<file path="src/logic/rcgp_pkg.sv">
package rcgp_pkg;

   // Function select values on address bits 4..1
   localparam logic [3:0] RCGP_FN_GP1 = 4'h8;
   localparam logic [3:0] RCGP_FN_GP2 = 4'hA;

   // Access size codes; byte accesses are not supported
   localparam logic [1:0] RCGP_SZ_8 = 2'h0;
   localparam logic [1:0] RCGP_SZ_16 = 2'h1;
   localparam logic [1:0] RCGP_SZ_32 = 2'h2;
   localparam logic [1:0] RCGP_SZ_64 = 2'h3;

   // Register data sits in the upper half of the 32-bit word
   localparam int RCGP_DATA_LSB = 16;

   // First register bit positions
   localparam int RCGP_B1_NMI = 15;
   localparam int RCGP_B1_LINEMIS = 14;
   localparam int RCGP_B1_DBG = 13;
   localparam int RCGP_B1_SEN = 12;
   localparam int RCGP_B1_LBUS = 11;
   localparam int RCGP_B1_SYSR = 10;
   localparam int RCGP_B1_BUSR = 9;
   localparam int RCGP_B1_WARM = 8;
   localparam int RCGP_B1_LEGACY = 5;
   localparam int RCGP_B1_OVREN = 0;

   // Second register bit positions
   localparam int RCGP_B2_NPROC = 14;
   localparam int RCGP_B2_NMEM = 12;
   localparam int RCGP_B2_REV = 9;
   localparam int RCGP_B2_POLLO = 7;
   localparam int RCGP_B2_IOP = 6;
   localparam int RCGP_B2_BLS = 5;
   localparam int RCGP_B2_BECC = 4;
   localparam int RCGP_B2_CLK = 3;
   localparam int RCGP_B2_POLLI = 2;
   localparam int RCGP_B2_FLOWO = 1;
   localparam int RCGP_B2_FLOWI = 0;

   // Reset values: override field 7..0 with divisor 001 and override off
   localparam logic [7:0] RCGP_OVR_RST = 8'h20;
   localparam logic RCGP_SEN_RST = 1'b0;
   localparam logic RCGP_LBUS_RST = 1'b0;
   localparam logic RCGP_FLOW_RST = 1'b0;

   // Width of the pin status bundle
   localparam int RCGP_PINS_W = 16;

   // One local bus request, valid while sel and rd or wr are high
   typedef struct packed {
      logic sel;
      logic wr;
      logic rd;
      logic [1:0] size;
      logic [3:0] func;
      logic [31:0] wdata;
   } rcgp_lbreq_type;

   // Status levels arriving from pins and other cards
   typedef struct packed {
      logic serial_pend;
      logic kbd;
      logic proc_line128;
      logic proc_ecc;
      logic soft_cause;
      logic [1:0] nproc_m1;
      logic [1:0] nmem;
      logic poll_out;
      logic io_present;
      logic bus_line_size;
      logic bus_ecc;
      logic clk_sel;
      logic poll_in;
      logic flow_in;
   } rcgp_pins_type;

   // One-cycle request pulses towards the reset logic
   typedef struct packed {
      logic nmi;
      logic sys_rst;
      logic bus_rst;
      logic warm_rst;
   } rcgp_reqs_type;

   // Boot configuration override values
   typedef struct packed {
      logic [2:0] clk_div;
      logic sc_read_msb;
      logic sc_write_msb;
      logic parity_sel;
      logic line128;
      logic enable;
   } rcgp_ovr_type;

endpackage

</file>
<file path="src/logic/rcgp_sync2.sv">
`timescale 1ns/1ps

// Two-stage synchroniser for a bundle of unrelated levels
module rcgp_sync2
#(
   parameter int WIDTH = 1
)
(
   input wire logic ref_clk_i,
   input wire logic rst_i,
   input wire logic [WIDTH-1:0] d_i,
   output logic [WIDTH-1:0] q_o
);

   logic [WIDTH-1:0] meta_reg; // First stage, read only by the second
   logic [WIDTH-1:0] meta_next;
   logic [WIDTH-1:0] q_reg; // Second stage, safe to use
   logic [WIDTH-1:0] q_next;

   // Next values simply shift the chain
   always_comb
   begin
      meta_next = d_i;
      q_next = meta_reg;
   end

   // Chain registers, cleared by reset
   always_ff @(posedge ref_clk_i)
   begin
      if (rst_i)
      begin
         meta_reg <= '0;
         q_reg <= '0;
      end
      else
      begin
         meta_reg <= meta_next;
         q_reg <= q_next;
      end
   end

   assign q_o = q_reg;

endmodule

</file>
<file path="src/logic/rcgp_regs.sv">
`timescale 1ns/1ps

// What this block does
// - bit13 reads serial pending, write raises debug int
// - bit12 enables serial port interrupts
// - bit11 enables processor local bus access
// - bits10,9,8 request system, bus, warm reset
// - bit8 reads last soft reset cause
// - bits7..5 clock divisor override, default 001
// - write bit0 clear, bit5 set raises debug int
// - bits4,3 cache read/write time MSBs
// - bit2 selects ECC or parity
// - bit1 selects 64 or 128 byte lines
// - bit0 enables boot configuration override
// - keyboard input also raises debug interrupt
// - second register reports processor and memory counts
// - second register reads both poll request lines
// - second register bit3 reports clock selection
// - bit1 flow-out read/write, bit0 flow-in
// - 16/32/64-bit access, data in upper half
// - function select 1000 and 1010 map registers
// - drive interrupt on serial, mismatch, debug events
// - bit15 reads line size, write requests NMI
module rcgp_regs
import rcgp_pkg::*;
#(
   parameter logic [2:0] REVISION = 3'h1 // Arbitrary revision code
)
(
   input wire logic ref_clk_i,
   input wire logic rst_i,
   input wire rcgp_lbreq_type lb_req_i,
   input wire rcgp_pins_type pins_i,
   output logic [31:0] lb_rdata_o,
   output logic lb_ack_o,
   output rcgp_reqs_type reqs_o,
   output rcgp_ovr_type ovr_o,
   output logic serial_int_en_o,
   output logic local_bus_iface_en_o,
   output logic flow_out_o,
   output logic hw_int17_o
);

   // Synchronised copy of the status pins
   rcgp_pins_type pins_s;
   logic [RCGP_PINS_W-1:0] pins_raw; // Flat view for the synchroniser
   logic [RCGP_PINS_W-1:0] pins_q; // Flat synchronised view

   // Decoded request terms
   logic acc_ok; // Supported access width
   logic wr_gp1; // Write taken for the first register
   logic wr_gp2; // Write taken for the second register
   logic rd_gp1; // Read taken for the first register
   logic rd_any; // Any selected read or write this cycle, mapped or not
   logic [15:0] wd; // Write data from the upper half

   // Stored control state
   logic [7:0] ovr_reg; // Override values, bit 0 is the enable
   logic [7:0] ovr_next;
   logic sen_reg; // Serial interrupt enable
   logic sen_next;
   logic lbus_reg; // Local bus access enable
   logic lbus_next;
   logic flow_reg; // Outgoing flow control
   logic flow_next;
   logic dbg_reg; // Sticky debug-host interrupt
   logic dbg_next;
   logic kbd_reg; // Last keyboard level, for edge detect
   logic kbd_next;

   // Answer and output flops
   logic [31:0] rdata_reg;
   logic [31:0] rdata_next;
   logic ack_reg;
   logic ack_next;
   rcgp_reqs_type reqs_reg;
   rcgp_reqs_type reqs_next;
   logic irq_reg;
   logic irq_next;

   // Read images of the two registers
   logic [15:0] img1;
   logic [15:0] img2;
   logic line_mis; // Bus line size differs from processor
   logic ecc_mis; // Bus ECC setting differs from processor

   // True when a write or read is to the given function
   function automatic logic hit(input rcgp_lbreq_type r, input logic [3:0] fn);
      hit = r.sel && (r.func == fn);
   endfunction

   // Status pins come from other domains, so they pass two flops first
   assign pins_raw = pins_i;
   assign pins_s = rcgp_pins_type'(pins_q);

   rcgp_sync2 #(
      .WIDTH(RCGP_PINS_W)
   ) u_sync (
      .ref_clk_i(ref_clk_i),
      .rst_i(rst_i),
      .d_i(pins_raw),
      .q_o(pins_q)
   );

   // Address and width decode; byte accesses neither read nor write but are still answered
   always_comb
   begin
      acc_ok = lb_req_i.size != RCGP_SZ_8;
      wd = lb_req_i.wdata[RCGP_DATA_LSB +: 16];
      wr_gp1 = lb_req_i.wr && acc_ok && hit(lb_req_i, RCGP_FN_GP1);
      wr_gp2 = lb_req_i.wr && acc_ok && hit(lb_req_i, RCGP_FN_GP2);
      rd_gp1 = lb_req_i.rd && acc_ok && hit(lb_req_i, RCGP_FN_GP1);
      rd_any = lb_req_i.sel && (lb_req_i.rd || lb_req_i.wr);
   end

   // Mismatch checks compare the processor view with the bus view
   always_comb
   begin
      line_mis = pins_s.bus_line_size != pins_s.proc_line128;
      ecc_mis = pins_s.proc_ecc != pins_s.bus_ecc;
   end

   // Read image of the first register
   always_comb
   begin
      img1 = 16'h0000;
      img1[RCGP_B1_NMI] = pins_s.proc_line128;
      img1[RCGP_B1_LINEMIS] = line_mis;
      img1[RCGP_B1_DBG] = pins_s.serial_pend;
      img1[RCGP_B1_SEN] = sen_reg;
      img1[RCGP_B1_LBUS] = lbus_reg;
      img1[RCGP_B1_SYSR] = pins_s.proc_ecc;
      img1[RCGP_B1_BUSR] = ecc_mis;
      img1[RCGP_B1_WARM] = pins_s.soft_cause;
      img1[7:0] = ovr_reg;
   end

   // Read image of the second register; bit 8 has no function
   always_comb
   begin
      img2 = 16'h0000;
      img2[RCGP_B2_NPROC +: 2] = pins_s.nproc_m1;
      img2[RCGP_B2_NMEM +: 2] = pins_s.nmem;
      img2[RCGP_B2_REV +: 3] = REVISION;
      img2[RCGP_B2_POLLO] = pins_s.poll_out;
      img2[RCGP_B2_IOP] = pins_s.io_present;
      img2[RCGP_B2_BLS] = pins_s.bus_line_size;
      img2[RCGP_B2_BECC] = pins_s.bus_ecc;
      img2[RCGP_B2_CLK] = pins_s.clk_sel;
      img2[RCGP_B2_POLLI] = pins_s.poll_in;
      img2[RCGP_B2_FLOWO] = flow_reg;
      img2[RCGP_B2_FLOWI] = pins_s.flow_in;
   end

   // Control state; writes touch only the writable fields
   always_comb
   begin
      ovr_next = ovr_reg;
      sen_next = sen_reg;
      lbus_next = lbus_reg;
      flow_next = flow_reg;
      if (wr_gp1)
      begin
         ovr_next = wd[7:0];
         sen_next = wd[RCGP_B1_SEN];
         lbus_next = wd[RCGP_B1_LBUS];
      end
      if (wr_gp2)
      begin
         flow_next = wd[RCGP_B2_FLOWO];
      end
   end

   // Debug-host flag: a new event wins over the clearing read
   always_comb
   begin
      kbd_next = pins_s.kbd;
      dbg_next = dbg_reg;
      if (rd_gp1)
      begin
         dbg_next = 1'b0;
      end
      if (wr_gp1 && wd[RCGP_B1_DBG])
      begin
         dbg_next = 1'b1;
      end
      if (wr_gp1 && !wd[RCGP_B1_OVREN] && wd[RCGP_B1_LEGACY])
      begin
         dbg_next = 1'b1;
      end
      if (pins_s.kbd && !kbd_reg)
      begin
         dbg_next = 1'b1;
      end
   end

   // Request pulses last exactly one cycle after the write
   always_comb
   begin
      reqs_next.nmi = wr_gp1 && wd[RCGP_B1_NMI];
      reqs_next.sys_rst = wr_gp1 && wd[RCGP_B1_SYSR];
      reqs_next.bus_rst = wr_gp1 && wd[RCGP_B1_BUSR];
      reqs_next.warm_rst = wr_gp1 && wd[RCGP_B1_WARM];
   end

   // Interrupt line; serial interrupts only count while enabled
   always_comb
   begin
      irq_next = (pins_s.serial_pend && sen_reg) || line_mis || ecc_mis || dbg_reg;
   end

   // Answer: one cycle after any selected access; undefined functions read zero
   always_comb
   begin
      ack_next = rd_any;
      rdata_next = 32'h0000_0000;
      if (lb_req_i.rd && acc_ok && hit(lb_req_i, RCGP_FN_GP1))
      begin
         rdata_next[RCGP_DATA_LSB +: 16] = img1;
      end
      else if (lb_req_i.rd && acc_ok && hit(lb_req_i, RCGP_FN_GP2))
      begin
         rdata_next[RCGP_DATA_LSB +: 16] = img2;
      end
   end

   // All state registers
   always_ff @(posedge ref_clk_i)
   begin
      if (rst_i)
      begin
         ovr_reg <= RCGP_OVR_RST;
         sen_reg <= RCGP_SEN_RST;
         lbus_reg <= RCGP_LBUS_RST;
         flow_reg <= RCGP_FLOW_RST;
         dbg_reg <= 1'b0;
         kbd_reg <= 1'b0;
         rdata_reg <= 32'h0000_0000;
         ack_reg <= 1'b0;
         reqs_reg <= '0;
         irq_reg <= 1'b0;
      end
      else
      begin
         ovr_reg <= ovr_next;
         sen_reg <= sen_next;
         lbus_reg <= lbus_next;
         flow_reg <= flow_next;
         dbg_reg <= dbg_next;
         kbd_reg <= kbd_next;
         rdata_reg <= rdata_next;
         ack_reg <= ack_next;
         reqs_reg <= reqs_next;
         irq_reg <= irq_next;
      end
   end

   // Outputs come straight from flops
   assign lb_rdata_o = rdata_reg;
   assign lb_ack_o = ack_reg;
   assign reqs_o = reqs_reg;
   assign ovr_o = rcgp_ovr_type'(ovr_reg);
   assign serial_int_en_o = sen_reg;
   assign local_bus_iface_en_o = lbus_reg;
   assign flow_out_o = flow_reg;
   assign hw_int17_o = irq_reg;
endmodule

</file>
<file path="config.mk">
export PLATFORM = sky130hd
export DESIGN_NAME = rcgp_regs
export DESIGN_NICKNAME = d
export VERILOG_FILES = /design/src/logic/rcgp_pkg.sv /design/src/logic/rcgp_sync2.sv /design/src/logic/rcgp_regs.sv
export SDC_FILE = /design/constraint.sdc
export NUM_CORES = 1
export LEC_CHECK = 0
export BUFFER_PORTS_ARGS = -buffer_cell sky130_fd_sc_hd__buf_2
export CORE_AREA = 3 3 61 91
export CTS_CLUSTER_SIZE = 12
export DETAILED_ROUTE_END_ITERATION = 8
export DIE_AREA = 0 0 64 94
export GPL_TIMING_DRIVEN = 0
export PLACE_DENSITY = 0.88
export SLEW_MARGIN = 15
export SYNTH_ARGS = -nofsm -noshare
export SYNTH_HDL_FRONTEND = slang
export SYNTH_SLANG_ARGS = --single-unit
export TNS_END_PERCENT = 10
</file>
<file path="constraint.sdc">
create_clock -name ref_clk_i -period 1.75 [get_ports ref_clk_i]
set_input_delay 0.0875 -clock ref_clk_i [delete_from_list [all_inputs] [get_ports ref_clk_i]]
set_output_delay 0.0875 -clock ref_clk_i [all_outputs]
set_load 0.02 [all_outputs]
</file>
==> results of run 1 <==
-- where the power goes --
group          switching [W]  internal, W  total (W)
registers          0.0000129      0.00157    0.00158
clock network       0.000557     0.000650    0.00121
logic               0.000136     0.000141   0.000277
-- cell usage in the layout (no fill, tap or decap), types with 12 or more instances in the layout --
master          n
dlygate4sd3_1  21
nor2_1         16
dfxtp_1        67
buf_4          16
mux2i_1        12
buf_2          77
nor2b_1        36
conb_1         16
-- metrics by stage --
stage	setup slack, ns	cells
floorplan	0.559	235
global placement	0.274	375
detailed placement	0.263	375
CTS	0.617	411
global route	0.465	411
finish	0.590	411
-- cell families (layout without fill, tap and decap cells) --
group	after synthesis	in the layout	share of synthesized area [%]
buffers and inverters	33	143	8.33
muxes	12	12	5.13
xor gates and xnor gates	2	2	0.748
other	1	16	0.160
DFF	67	67	57.2
AOI/OAI and AO/OA	25	25	7.10
and+or+nand+nor	80	80	21.3
-- worst register-to-register path, stage by stage, from the launching register on --
cell and delay [ns]:
dfxtp_1 0.32, xor2_1 0.17, a2111oi_0 0.37, nor2_1 0.06
-- per-layer routing --
layer / track usage, % / share of wire, %
met1: 17.2 / 35
met4: 10.3 / 3.0
met3: 5.39 / 7.1
met5: 0 / 0
met2: 33.2 / 55
-- final timing paths --
path,startpoint,endpoint,depth (start not counted)
worst min-delay path,lb_req_i[24],reqs_o[0],2
worst max-delay path,lb_req_i[39],ovr_o[5],5
worst min register to register,u_sync.meta_reg[6],u_sync.q_o[6],1
worst max register to register,u_sync.q_o[4],hw_int17_o,3
-- final cells by class --
cell class | count | area, um^2 | share of cell area, %
multi-input combinational | 135 | 863 | 26.5
buffer | 31 | 188 | 5.77
inverter | 2 | 7.51 | 0.231
sequential | 67 | 1340 | 41.2
tap | 66 | 82.6 | 2.54
clock buffer | 9 | 124 | 3.81
timing repair buffer | 95 | 581 | 17.8
clock inverter | 6 | 67.6 | 2.08
-- what timing repair did --
item / 4_1_cts / 5_1_grt
endpoints found under the hold margin: 21 / 0
hold buffers: 21 / 0
buffers inserted: 0 / 0
endpoints found under the setup margin: 0 / 0
==> results.sh, run 1 <==
export IMPL_drive_gt1_share_pct=32.8
export IMPL_yosysSeqAreaShare_pct=57.2
export IMPL_cap_violations=0
export IMPL_antenna_found_initial=0
export IMPL_clock_path_buffers=2
export IMPL_cts_tree="yes"
export IMPL_ys_ff_latch=67
export IMPL_drc_errors=0
export IMPL_firstDrtPassIters=4
export IMPL_drtAntennaViolNets=0
export IMPL_cts_resized=0
export IMPL_drv_slew=0
export IMPL_wirelength_mm=4.94
export IMPL_fillers=375
export IMPL_grt_usage_pct=18.0
export IMPL_path_clk_slew_ns=0.06
export IMPL_critPathLaunchType="primary input"
export IMPL_ctsHtreeMaxLevel=3
export IMPL_slew_headroom_pct=61.4
export IMPL_crit_type="primary input to register"
export IMPL_area_delta_synth_final_pct=38.9
export IMPL_overflow=0
export IMPL_grt_max_degree=13
export IMPL_ys_flop_type="dfxtp_1"
export IMPL_yosysUniqueCellTypes=30
export IMPL_finalHoldViolCount=0
export IMPL_vdd_ir_drop_worst_v=0.000373
export IMPL_tns_ns=0
export IMPL_grt_pass1_vias=1905
export IMPL_utilization_pct=67.1
export IMPL_p_leak_nw=1.48
export IMPL_p_per_area_nw_per_um2=942
export IMPL_num_vias=1883
export IMPL_avgSynthCellArea_um2=10.7
export IMPL_cp_slowest_cell="clkbuf_1"
export IMPL_drtIter0Drc=94
export IMPL_dieArea_um2=6020
export IMPL_timing_critical_path_fanout_max=10
export IMPL_routedWlPerCell_um=12.0
export IMPL_n_antenna_cell=0
export IMPL_die_h_um=94
export IMPL_yosysTopAreaCell="dfxtp_1"
export IMPL_coreArea_um2=4850
export IMPL_setup_viol=0
export IMPL_synthArstFlopShare_pct=0
export IMPL_finClkSkew_ns=0.00431
export IMPL_grt_setup_unrepaired="no"
export IMPL_synth_common_cells="dfxtp_1, nor2b_1, buf_4, nor2_1, mux2i_1"
export IMPL_tightest_slew_ns=0.579
export IMPL_hold_class="primary input to register"
export IMPL_synth_top_cell_area_share_pct=57.2
export IMPL_required_ns=1.98
export IMPL_die_w_um=64
export IMPL_place_congestion=0.891
export IMPL_grt_pass1_wl_mm=8.38
export IMPL_start_util_pct=48.3
export IMPL_cp_top_family="buffers and inverters"
export IMPL_synth_most_common_cell="dfxtp_1"
export IMPL_fin_area_um2=3250
export IMPL_synthesis_area_um2=2340
export IMPL_crit_path_max_incr_delay_ns=0.39
export IMPL_max_freq_mhz=862
export IMPL_num_rows=31
export IMPL_placed_area_um2=2850
export IMPL_ys_warn_count=0
export IMPL_final_nets=400
export IMPL_crit_path_end_kind="register"
export IMPL_crit_arrival_ns=1.39
export IMPL_io_buffers=74
export IMPL_viasPerCell=4.58
export IMPL_worstPathCellList="buf_2 > nor2b_1 > clkbuf_1 > nand3_1 > a211o_1"
export IMPL_clkLatencyLatePin_ns=0.34
export IMPL_critPathBufInv=2
export IMPL_whs_ns=0.00890
export IMPL_syn_inst=220
export IMPL_period_share_pct=66.3
export IMPL_yosys_top_cells_area="dfxtp_1, nor2b_1, mux2i_1, buf_4, o31ai_1"
export IMPL_status="finished, final reports clean"
export IMPL_cts_sinks=67
export IMPL_ff2ff_setup_slack_ns=0.71
export IMPL_fin_crit_ns=1.16
export IMPL_synth_edf_count=0
export IMPL_power_w=0.00306
export IMPL_cts_buffers=9
export IMPL_pin_count=108
export IMPL_clockRootBuffer="clkbuf_8"
export IMPL_hpwl_mm=3.61
Power figures use the tool's default switching activity.
==> run 2, diff against run 1 <==
--- a/config.mk
+++ b/config.mk
@@ -5,13 +5,14 @@
 export SDC_FILE = /design/constraint.sdc
 export NUM_CORES = 1
 export LEC_CHECK = 0
+export ABC_AREA = 1
 export BUFFER_PORTS_ARGS = -buffer_cell sky130_fd_sc_hd__buf_2
-export CORE_AREA = 3 3 61 91
+export CORE_AREA = 3 3 66 98
 export CTS_CLUSTER_SIZE = 12
 export DETAILED_ROUTE_END_ITERATION = 8
-export DIE_AREA = 0 0 64 94
+export DIE_AREA = 0 0 69 101
 export GPL_TIMING_DRIVEN = 0
-export PLACE_DENSITY = 0.88
+export PLACE_DENSITY = 0.8
 export SLEW_MARGIN = 15
 export SYNTH_ARGS = -nofsm -noshare
 export SYNTH_HDL_FRONTEND = slang
==> constraint.sdc (replaced) <==
create_clock -name ref_clk_i -period 0.9 [get_ports ref_clk_i]
set_input_delay 0.045 -clock ref_clk_i [delete_from_list [all_inputs] [get_ports ref_clk_i]]
set_output_delay 0.045 -clock ref_clk_i [all_outputs]
set_load 0.02 [all_outputs]
==> run 2 against run 1 <==
Against the previous run: critical path depth is 4 lower; global-route usage is 3.7 points lower; largest cell class unchanged; combinational power is 94% higher; highest routed layer unchanged; clock power is 73% higher; register-to-register slack worse by 0.68 ns; clock-buffer cell count is 1 higher; cell area is 3.3% higher.
==> results.sh, run 2 <==
export IMPL_max_freq_mhz=1110
export IMPL_fillers=529
export IMPL_dieArea_um2=6970
export IMPL_ys_ff_latch=67
export IMPL_drive_gt1_share_pct=32.5
export IMPL_required_ns=0.85
export IMPL_crit_path_end_kind="output pin"
export IMPL_yosysSeqAreaShare_pct=58.1
export IMPL_clkLatencyLatePin_ns=0.33
export IMPL_vdd_ir_drop_worst_v=0.000726
export IMPL_clock_path_buffers=2
export IMPL_area_delta_synth_final_pct=45.6
export IMPL_drtIter0Drc=132
export IMPL_n_antenna_cell=0
export IMPL_synth_common_cells="dfxtp_1, nor2_1, inv_1, nand2_1, buf_4"
export IMPL_crit_arrival_ns=0.85
export IMPL_p_per_area_nw_per_um2=1700
export IMPL_crit_path_max_incr_delay_ns=0.39
export IMPL_avgSynthCellArea_um2=8.27
export IMPL_die_h_um=101
export IMPL_cap_violations=0
export IMPL_hold_class="primary input to register"
export IMPL_grt_pass1_vias=1845
export IMPL_path_clk_slew_ns=0.07
export IMPL_multi_input_area_um2=673
export IMPL_syn_inst=279
export IMPL_placedCellCount=440
export IMPL_fin_crit_ns=0.899
export IMPL_status="finished, final reports clean"
export IMPL_cts_tree="yes"
export IMPL_synth_xor_area_share_pct=0.759
export IMPL_hpwl_mm=3.58
export IMPL_synth_most_common_cell="dfxtp_1"
export IMPL_critPathLaunchType="register"
export IMPL_synthesis_area_um2=2310
export IMPL_num_rows=34
export IMPL_wirelength_mm=5.03
export IMPL_firstDrtPassIters=4
export IMPL_ys_flop_type="dfxtp_1"
export IMPL_grt_usage_pct=14.3
export IMPL_synth_top_cell_area_share_pct=58.1
export IMPL_pin_count=108
export IMPL_clkPwrFrac_pct=36.6
export IMPL_drv_slew=0
export IMPL_register_area_um2=1350
export IMPL_postCtsSetupRepairBufs=0
export IMPL_fin_area_um2=3360
export IMPL_clockRootBuffer="clkbuf_8"
export IMPL_ys_warn_count=0
export IMPL_synthArstFlopShare_pct=0
export IMPL_routedWlPerCell_um=10.3
export IMPL_yosys_top_cells_area="dfxtp_1, nor2_1, inv_1, nand2_1, buf_4"
export IMPL_timing_critical_path_fanout_max=4
export IMPL_setup_viol=0
export IMPL_placed_area_um2=2830
export IMPL_viasPerCell=4.18
export IMPL_yosys_mux_area_fraction_pct=0
export IMPL_period_share_pct=99.9
export IMPL_final_nets=469
export IMPL_die_w_um=69
export IMPL_cp_slowest_cell="dfxtp_2"
export IMPL_synthAdderAreaFrac_pct=0
export IMPL_start_util_pct=39.9
export IMPL_overflow=0
export IMPL_layout_commonest_cell="buf_2"
export IMPL_cp_top_family="flip-flops"
export IMPL_power_switching_w=0.00139
export IMPL_synth_top_family_by_area="simple AND/OR/NAND/NOR gates"
export IMPL_critPathBufInv=1
export IMPL_yosysUniqueCellTypes=23
export IMPL_grt_pass1_wl_mm=7.92
export IMPL_seqPwrFrac_pct=54.0
export IMPL_coreArea_um2=5790
export IMPL_num_vias=2035
export IMPL_swShare_pct=24.3
export IMPL_antenna_found_initial=0
export IMPL_place_congestion=0.853
export IMPL_finClkSkew_ns=0.0103
export IMPL_crit_type="register to output pin"
export IMPL_synth_compound_area_share_pct=3.79
export IMPL_io_buffers=74
export IMPL_combPwrFrac_pct=9.4
export IMPL_p_int_w=0.00432
export IMPL_drc_errors=0
export IMPL_p_leak_nw=1.75
export IMPL_mostFrequentLayoutCells="buf_2, nor2_1, dfxtp_1, inv_1, nand2_1"
export IMPL_synthSimpleGateAreaFrac_pct=21.4
export IMPL_yosysTopAreaCell="dfxtp_1"
export IMPL_ctsHtreeMaxLevel=3
export IMPL_drtAntennaViolNets=0
export IMPL_cts_buffers=9
export IMPL_finalHoldViolCount=0
export IMPL_cts_sinks=67
export IMPL_synth_edf_count=0
export IMPL_fin_cells=487
export IMPL_grt_max_degree=13
export IMPL_worstPathCellList="buf_6"
==> run 2: changes by cell type in the layout (fill, tap and decap cells not counted), sizes merged, moves of 6 or more <==
cell,change
a21oi,-6
clkbuf,-8
dlygate4sd3,+10
inv,+51
mux2i,-12
nand2,+41
nand3,+7
nand4,-9
nor2,+47
nor2b,-36
nor3b,-8
o21ai,+12
o31ai,-10
==> run 2: per-stage QoR <==
step	power (W)	TNS [ns]	util, %	hold WS (ns)	worst slack (ns)
2_1_floorplan	0.00342	0	-	0.152	0.0339
3_3_place_gp	0.00355	-4.04	48.8	0.248	-0.147
3_5_place_dp	0.00357	-4.79	48.8	0.250	-0.174
4_1_cts	0.00573	0	57.7	0.00706	0.000161
5_1_grt	0.00592	-0.00716	58.1	0.0311	-0.00554
6_report	0.00571	0	58.1	0.0293	0.000788
==> run 2: path summary, 6_finish.rpt <==
kind / endpoint / from / cells past startpoint / slack (ns)
setup / recovery: serial_int_en_o / serial_int_en_o / 1 / 0.0008
hold / removal: ovr_o[5] / lb_req_i[21] / 3 / 0.03
setup reg to reg: dbg_reg / u_sync.q_o[14] / 5 / 0.03
hold reg to reg: u_sync.q_o[5] / u_sync.meta_reg[5] / 2 / 0.40
==> run 2: power by group through the flow <==
stage | logic, W | registers (W) | clock network, W
after floorplan | 0.000267 | 0.00315 | 0
after global placement | 0.000413 | 0.00314 | 0
after detailed placement | 0.000422 | 0.00314 | 0
after CTS | 0.000528 | 0.00308 | 0.00213
after global routing | 0.000596 | 0.00308 | 0.00224
final | 0.000538 | 0.00308 | 0.00209
==> run 2: cells by family after synthesis <==
| kind of cell | after synthesis |
|---|---|
| AO/OA/AOI/OAI | 17 |
| XOR/XNOR | 2 |
| AND/OR/NAND/NOR | 116 |
| other | 1 |
| buffers and inverters | 76 |
| flip-flops | 67 |
==> run 2: final cells by class <==
type | count | share of cell area (%)
Sequential cell | 67 | 40.3
Clock buffer | 10 | 3.80
Buffer | 24 | 5.06
Clock inverter | 6 | 1.23
Multi-Input combinational cell | 151 | 20.0
Tap cell | 72 | 2.68
Timing Repair Buffer | 105 | 21.1
Inverter | 52 | 5.81
==> run 2: metal layers <==
metal / up-vias / track usage [%] / wire, um
met4: 0 / 6.77 / 150
li1: 1042 / - / -
met3: 19 / 4.19 / 356
met2: 86 / 27.9 / 2750
met5: - / 0 / 0
met1: 888 / 13.3 / 1780
==> run 2: repair_timing <==
| action | 4_1_cts | 5_1_grt |
|---|---|---|
| hold buffers | 31 | 0 |
| endpoints found under the hold margin | 31 | 0 |
| gates cloned | 0 | 0 |
| gates resized for setup | 16 | 7 |
| endpoints found under the setup margin | 10 | 6 |
==> run 2: worst min-delay path: cells and delay by family <==
kind | cells | cell delay (ns)
and+or+nand+nor | 2 | 0.19
buffers and inverters | 1 | 0.09
==> run 3, diff against run 2 <==
--- a/config.mk
+++ b/config.mk
@@ -12,7 +12,7 @@
 export DETAILED_ROUTE_END_ITERATION = 8
 export DIE_AREA = 0 0 69 101
 export GPL_TIMING_DRIVEN = 0
-export PLACE_DENSITY = 0.8
+export PLACE_DENSITY = 0.73
 export SLEW_MARGIN = 15
 export SYNTH_ARGS = -nofsm -noshare
 export SYNTH_HDL_FRONTEND = slang
==> run 3 against run 2 <==
Against the previous run: combinational power shrank 1%; via count fell by 4.6%; sequential power about the same; clock power up 13%; critical path depth is the same; core utilization rose by 0.45 points; cell area up 0.78%; flip-flop and latch count unchanged; largest power group unchanged; highest routed layer unchanged.
==> results.sh, run 3 (synthesis gave the netlist of run 2 again) <==
export IMPL_mostFrequentLayoutCells="buf_2, nor2_1, dfxtp_1, inv_1, nand2_1"
export IMPL_die_h_um=101
export IMPL_swShare_pct=22.2
export IMPL_p_per_area_nw_per_um2=1760
export IMPL_grt_pass1_wl_mm=8.15
export IMPL_fin_crit_ns=0.874
export IMPL_timing_rr_start="u_sync.q_o[14]"
export IMPL_combPwrFrac_pct=8.9
export IMPL_clkLatencyLatePin_ns=0.33
export IMPL_cts_tree="yes"
export IMPL_n_antenna_cell=0
export IMPL_crit_start="ovr_o[6]"
export IMPL_layout_commonest_cell="buf_2"
export IMPL_seqPwrFrac_pct=51.5
export IMPL_firstDrtPassIters=4
export IMPL_fillers=550
export IMPL_die_w_um=69
export IMPL_clkPwrFrac_pct=39.6
export IMPL_crit_type="register to output pin"
export IMPL_pin_count=108
export IMPL_timing_critical_path_fanout_max=3
export IMPL_ff2ff_setup_slack_ns=0.05
export IMPL_finalHoldViolCount=0
export IMPL_worstRegToRegCells=5
export IMPL_setup_viol=0
export IMPL_num_vias=1942
export IMPL_period_share_pct=97.1
export IMPL_coreArea_um2=5790
export IMPL_viasPerCell=4.00
export IMPL_num_rows=34
export IMPL_final_nets=468
export IMPL_placedCellCount=440
export IMPL_power_w=0.00597
export IMPL_antenna_found_initial=0
export IMPL_path_clk_slew_ns=0.07
export IMPL_worstReg2RegEnd="dbg_reg"
export IMPL_cts_buffers=9
export IMPL_wirelength_mm=4.98
export IMPL_hold_class="primary input to register"
export IMPL_crit_path_end_kind="output pin"
export IMPL_grt_usage_pct=14.9
export IMPL_finClkSkew_ns=0.00997
export IMPL_fin_cells=485
export IMPL_p_int_w=0.00464
export IMPL_worst_path_stages=1
export IMPL_grt_pass1_vias=1910
export IMPL_overflow=0
export IMPL_drtAntennaViolNets=0
export IMPL_cap_violations=0
export IMPL_drtIter0Drc=129
export IMPL_cts_sinks=67
export IMPL_hpwl_mm=3.49
export IMPL_io_buffers=74
export IMPL_start_util_pct=39.9
export IMPL_drc_errors=0
export IMPL_critPathBufInv=1
export IMPL_p_leak_nw=1.77
export IMPL_routedWlPerCell_um=10.3
export IMPL_area_delta_synth_final_pct=46.7
export IMPL_required_ns=0.85
export IMPL_critical_path_endpoint="ovr_o[6]"
export IMPL_dieArea_um2=6970
export IMPL_crit_arrival_ns=0.83
export IMPL_clockRootBuffer="clkbuf_8"
export IMPL_drv_slew=0
export IMPL_cp_slowest_cell="dfxtp_2"
export IMPL_clock_path_buffers=2
export IMPL_place_congestion=0.856
export IMPL_critPathLaunchType="register"
export IMPL_vdd_ir_drop_worst_v=0.00104
export IMPL_grt_max_degree=12
export IMPL_grt_setup_unrepaired="yes"
export IMPL_worstPathCellList="buf_4"
export IMPL_drive_gt1_share_pct=32.4
export IMPL_cp_top_family="flip-flops"
export IMPL_status="finished, final reports clean"
export IMPL_power_switching_w=0.00133
export IMPL_max_freq_mhz=1140
export IMPL_ctsHtreeMaxLevel=3
export IMPL_crit_path_max_incr_delay_ns=0.35
run 3: what timing repair did:
| item | CTS | global route |
|---|---|---|
| cloned | 0 | 0 |
| resized for setup | 20 | 9 |
| hold endpoints to repair | 30 | 0 |
| setup endpoints to repair | 10 | 9 |
| hold buffers | 30 | 0 |
| setup buffers | 0 | 0 |
run 3: metal layers:
layer | track usage [%] | vias to the layer above | wire (um)
li1 | - | 1037 | -
met1 | 13.6 | 841 | 1770
met2 | 28.5 | 56 | 2860
met3 | 3.39 | 8 | 251
met4 | 10.7 | 0 | 104
met5 | 0 | - | 0
run 3: power by group through the flow:
stage | registers [W] | logic, W | clock network [W]
after floorplan | 0.00315 | 0.000267 | 0
after global placement | 0.00314 | 0.000414 | 0
after detailed placement | 0.00314 | 0.000421 | 0
after CTS | 0.00307 | 0.000524 | 0.00243
after global routing | 0.00308 | 0.000593 | 0.00258
final | 0.00307 | 0.000532 | 0.00236
run 3: area by class of cell:
cell class	count	area (um^2)	share of cell area (%)
plain buffers	24	170	5.02
clock inverters	5	53.8	1.59
well taps	72	90.1	2.66
flip-flops and latches	67	1360	40.1
multi-input cells	151	666	19.7
clock buffers	10	138	4.06
inverters	52	195	5.76
repair buffers	104	716	21.1
run 3: worst min path at each step:
stage                       startpoint                  to  slack [ns]  cells past startpoint
after global routing      lb_req_i[16]             dbg_reg        0.01                      4
after floorplan              pins_i[0]  u_sync.meta_reg[0]        0.15                      2
final                     lb_req_i[16]             dbg_reg        0.02                      4
after detailed placement     pins_i[9]  u_sync.meta_reg[9]        0.25                      3
after global placement       pins_i[6]  u_sync.meta_reg[6]        0.25                      3
after CTS                 lb_req_i[16]             dbg_reg      0.0004                      4
run 3: per-stage QoR:
stage / hold slack [ns] / setup TNS, ns / instance area [um^2] / util (%) / worst slack [ns]
2_1_floorplan: 0.152 / 0 / 2360 / - / 0.0339
3_3_place_gp: 0.248 / -3.99 / 2830 / 48.8 / -0.136
3_5_place_dp: 0.250 / -5.04 / 2830 / 48.8 / -0.170
4_1_cts: 0.000419 / -0.0104 / 3360 / 58.0 / -0.0104
5_1_grt: 0.0127 / -0.000202 / 3390 / 58.5 / -0.000202
6_report: 0.0209 / 0 / 3390 / 58.5 / 0.0263
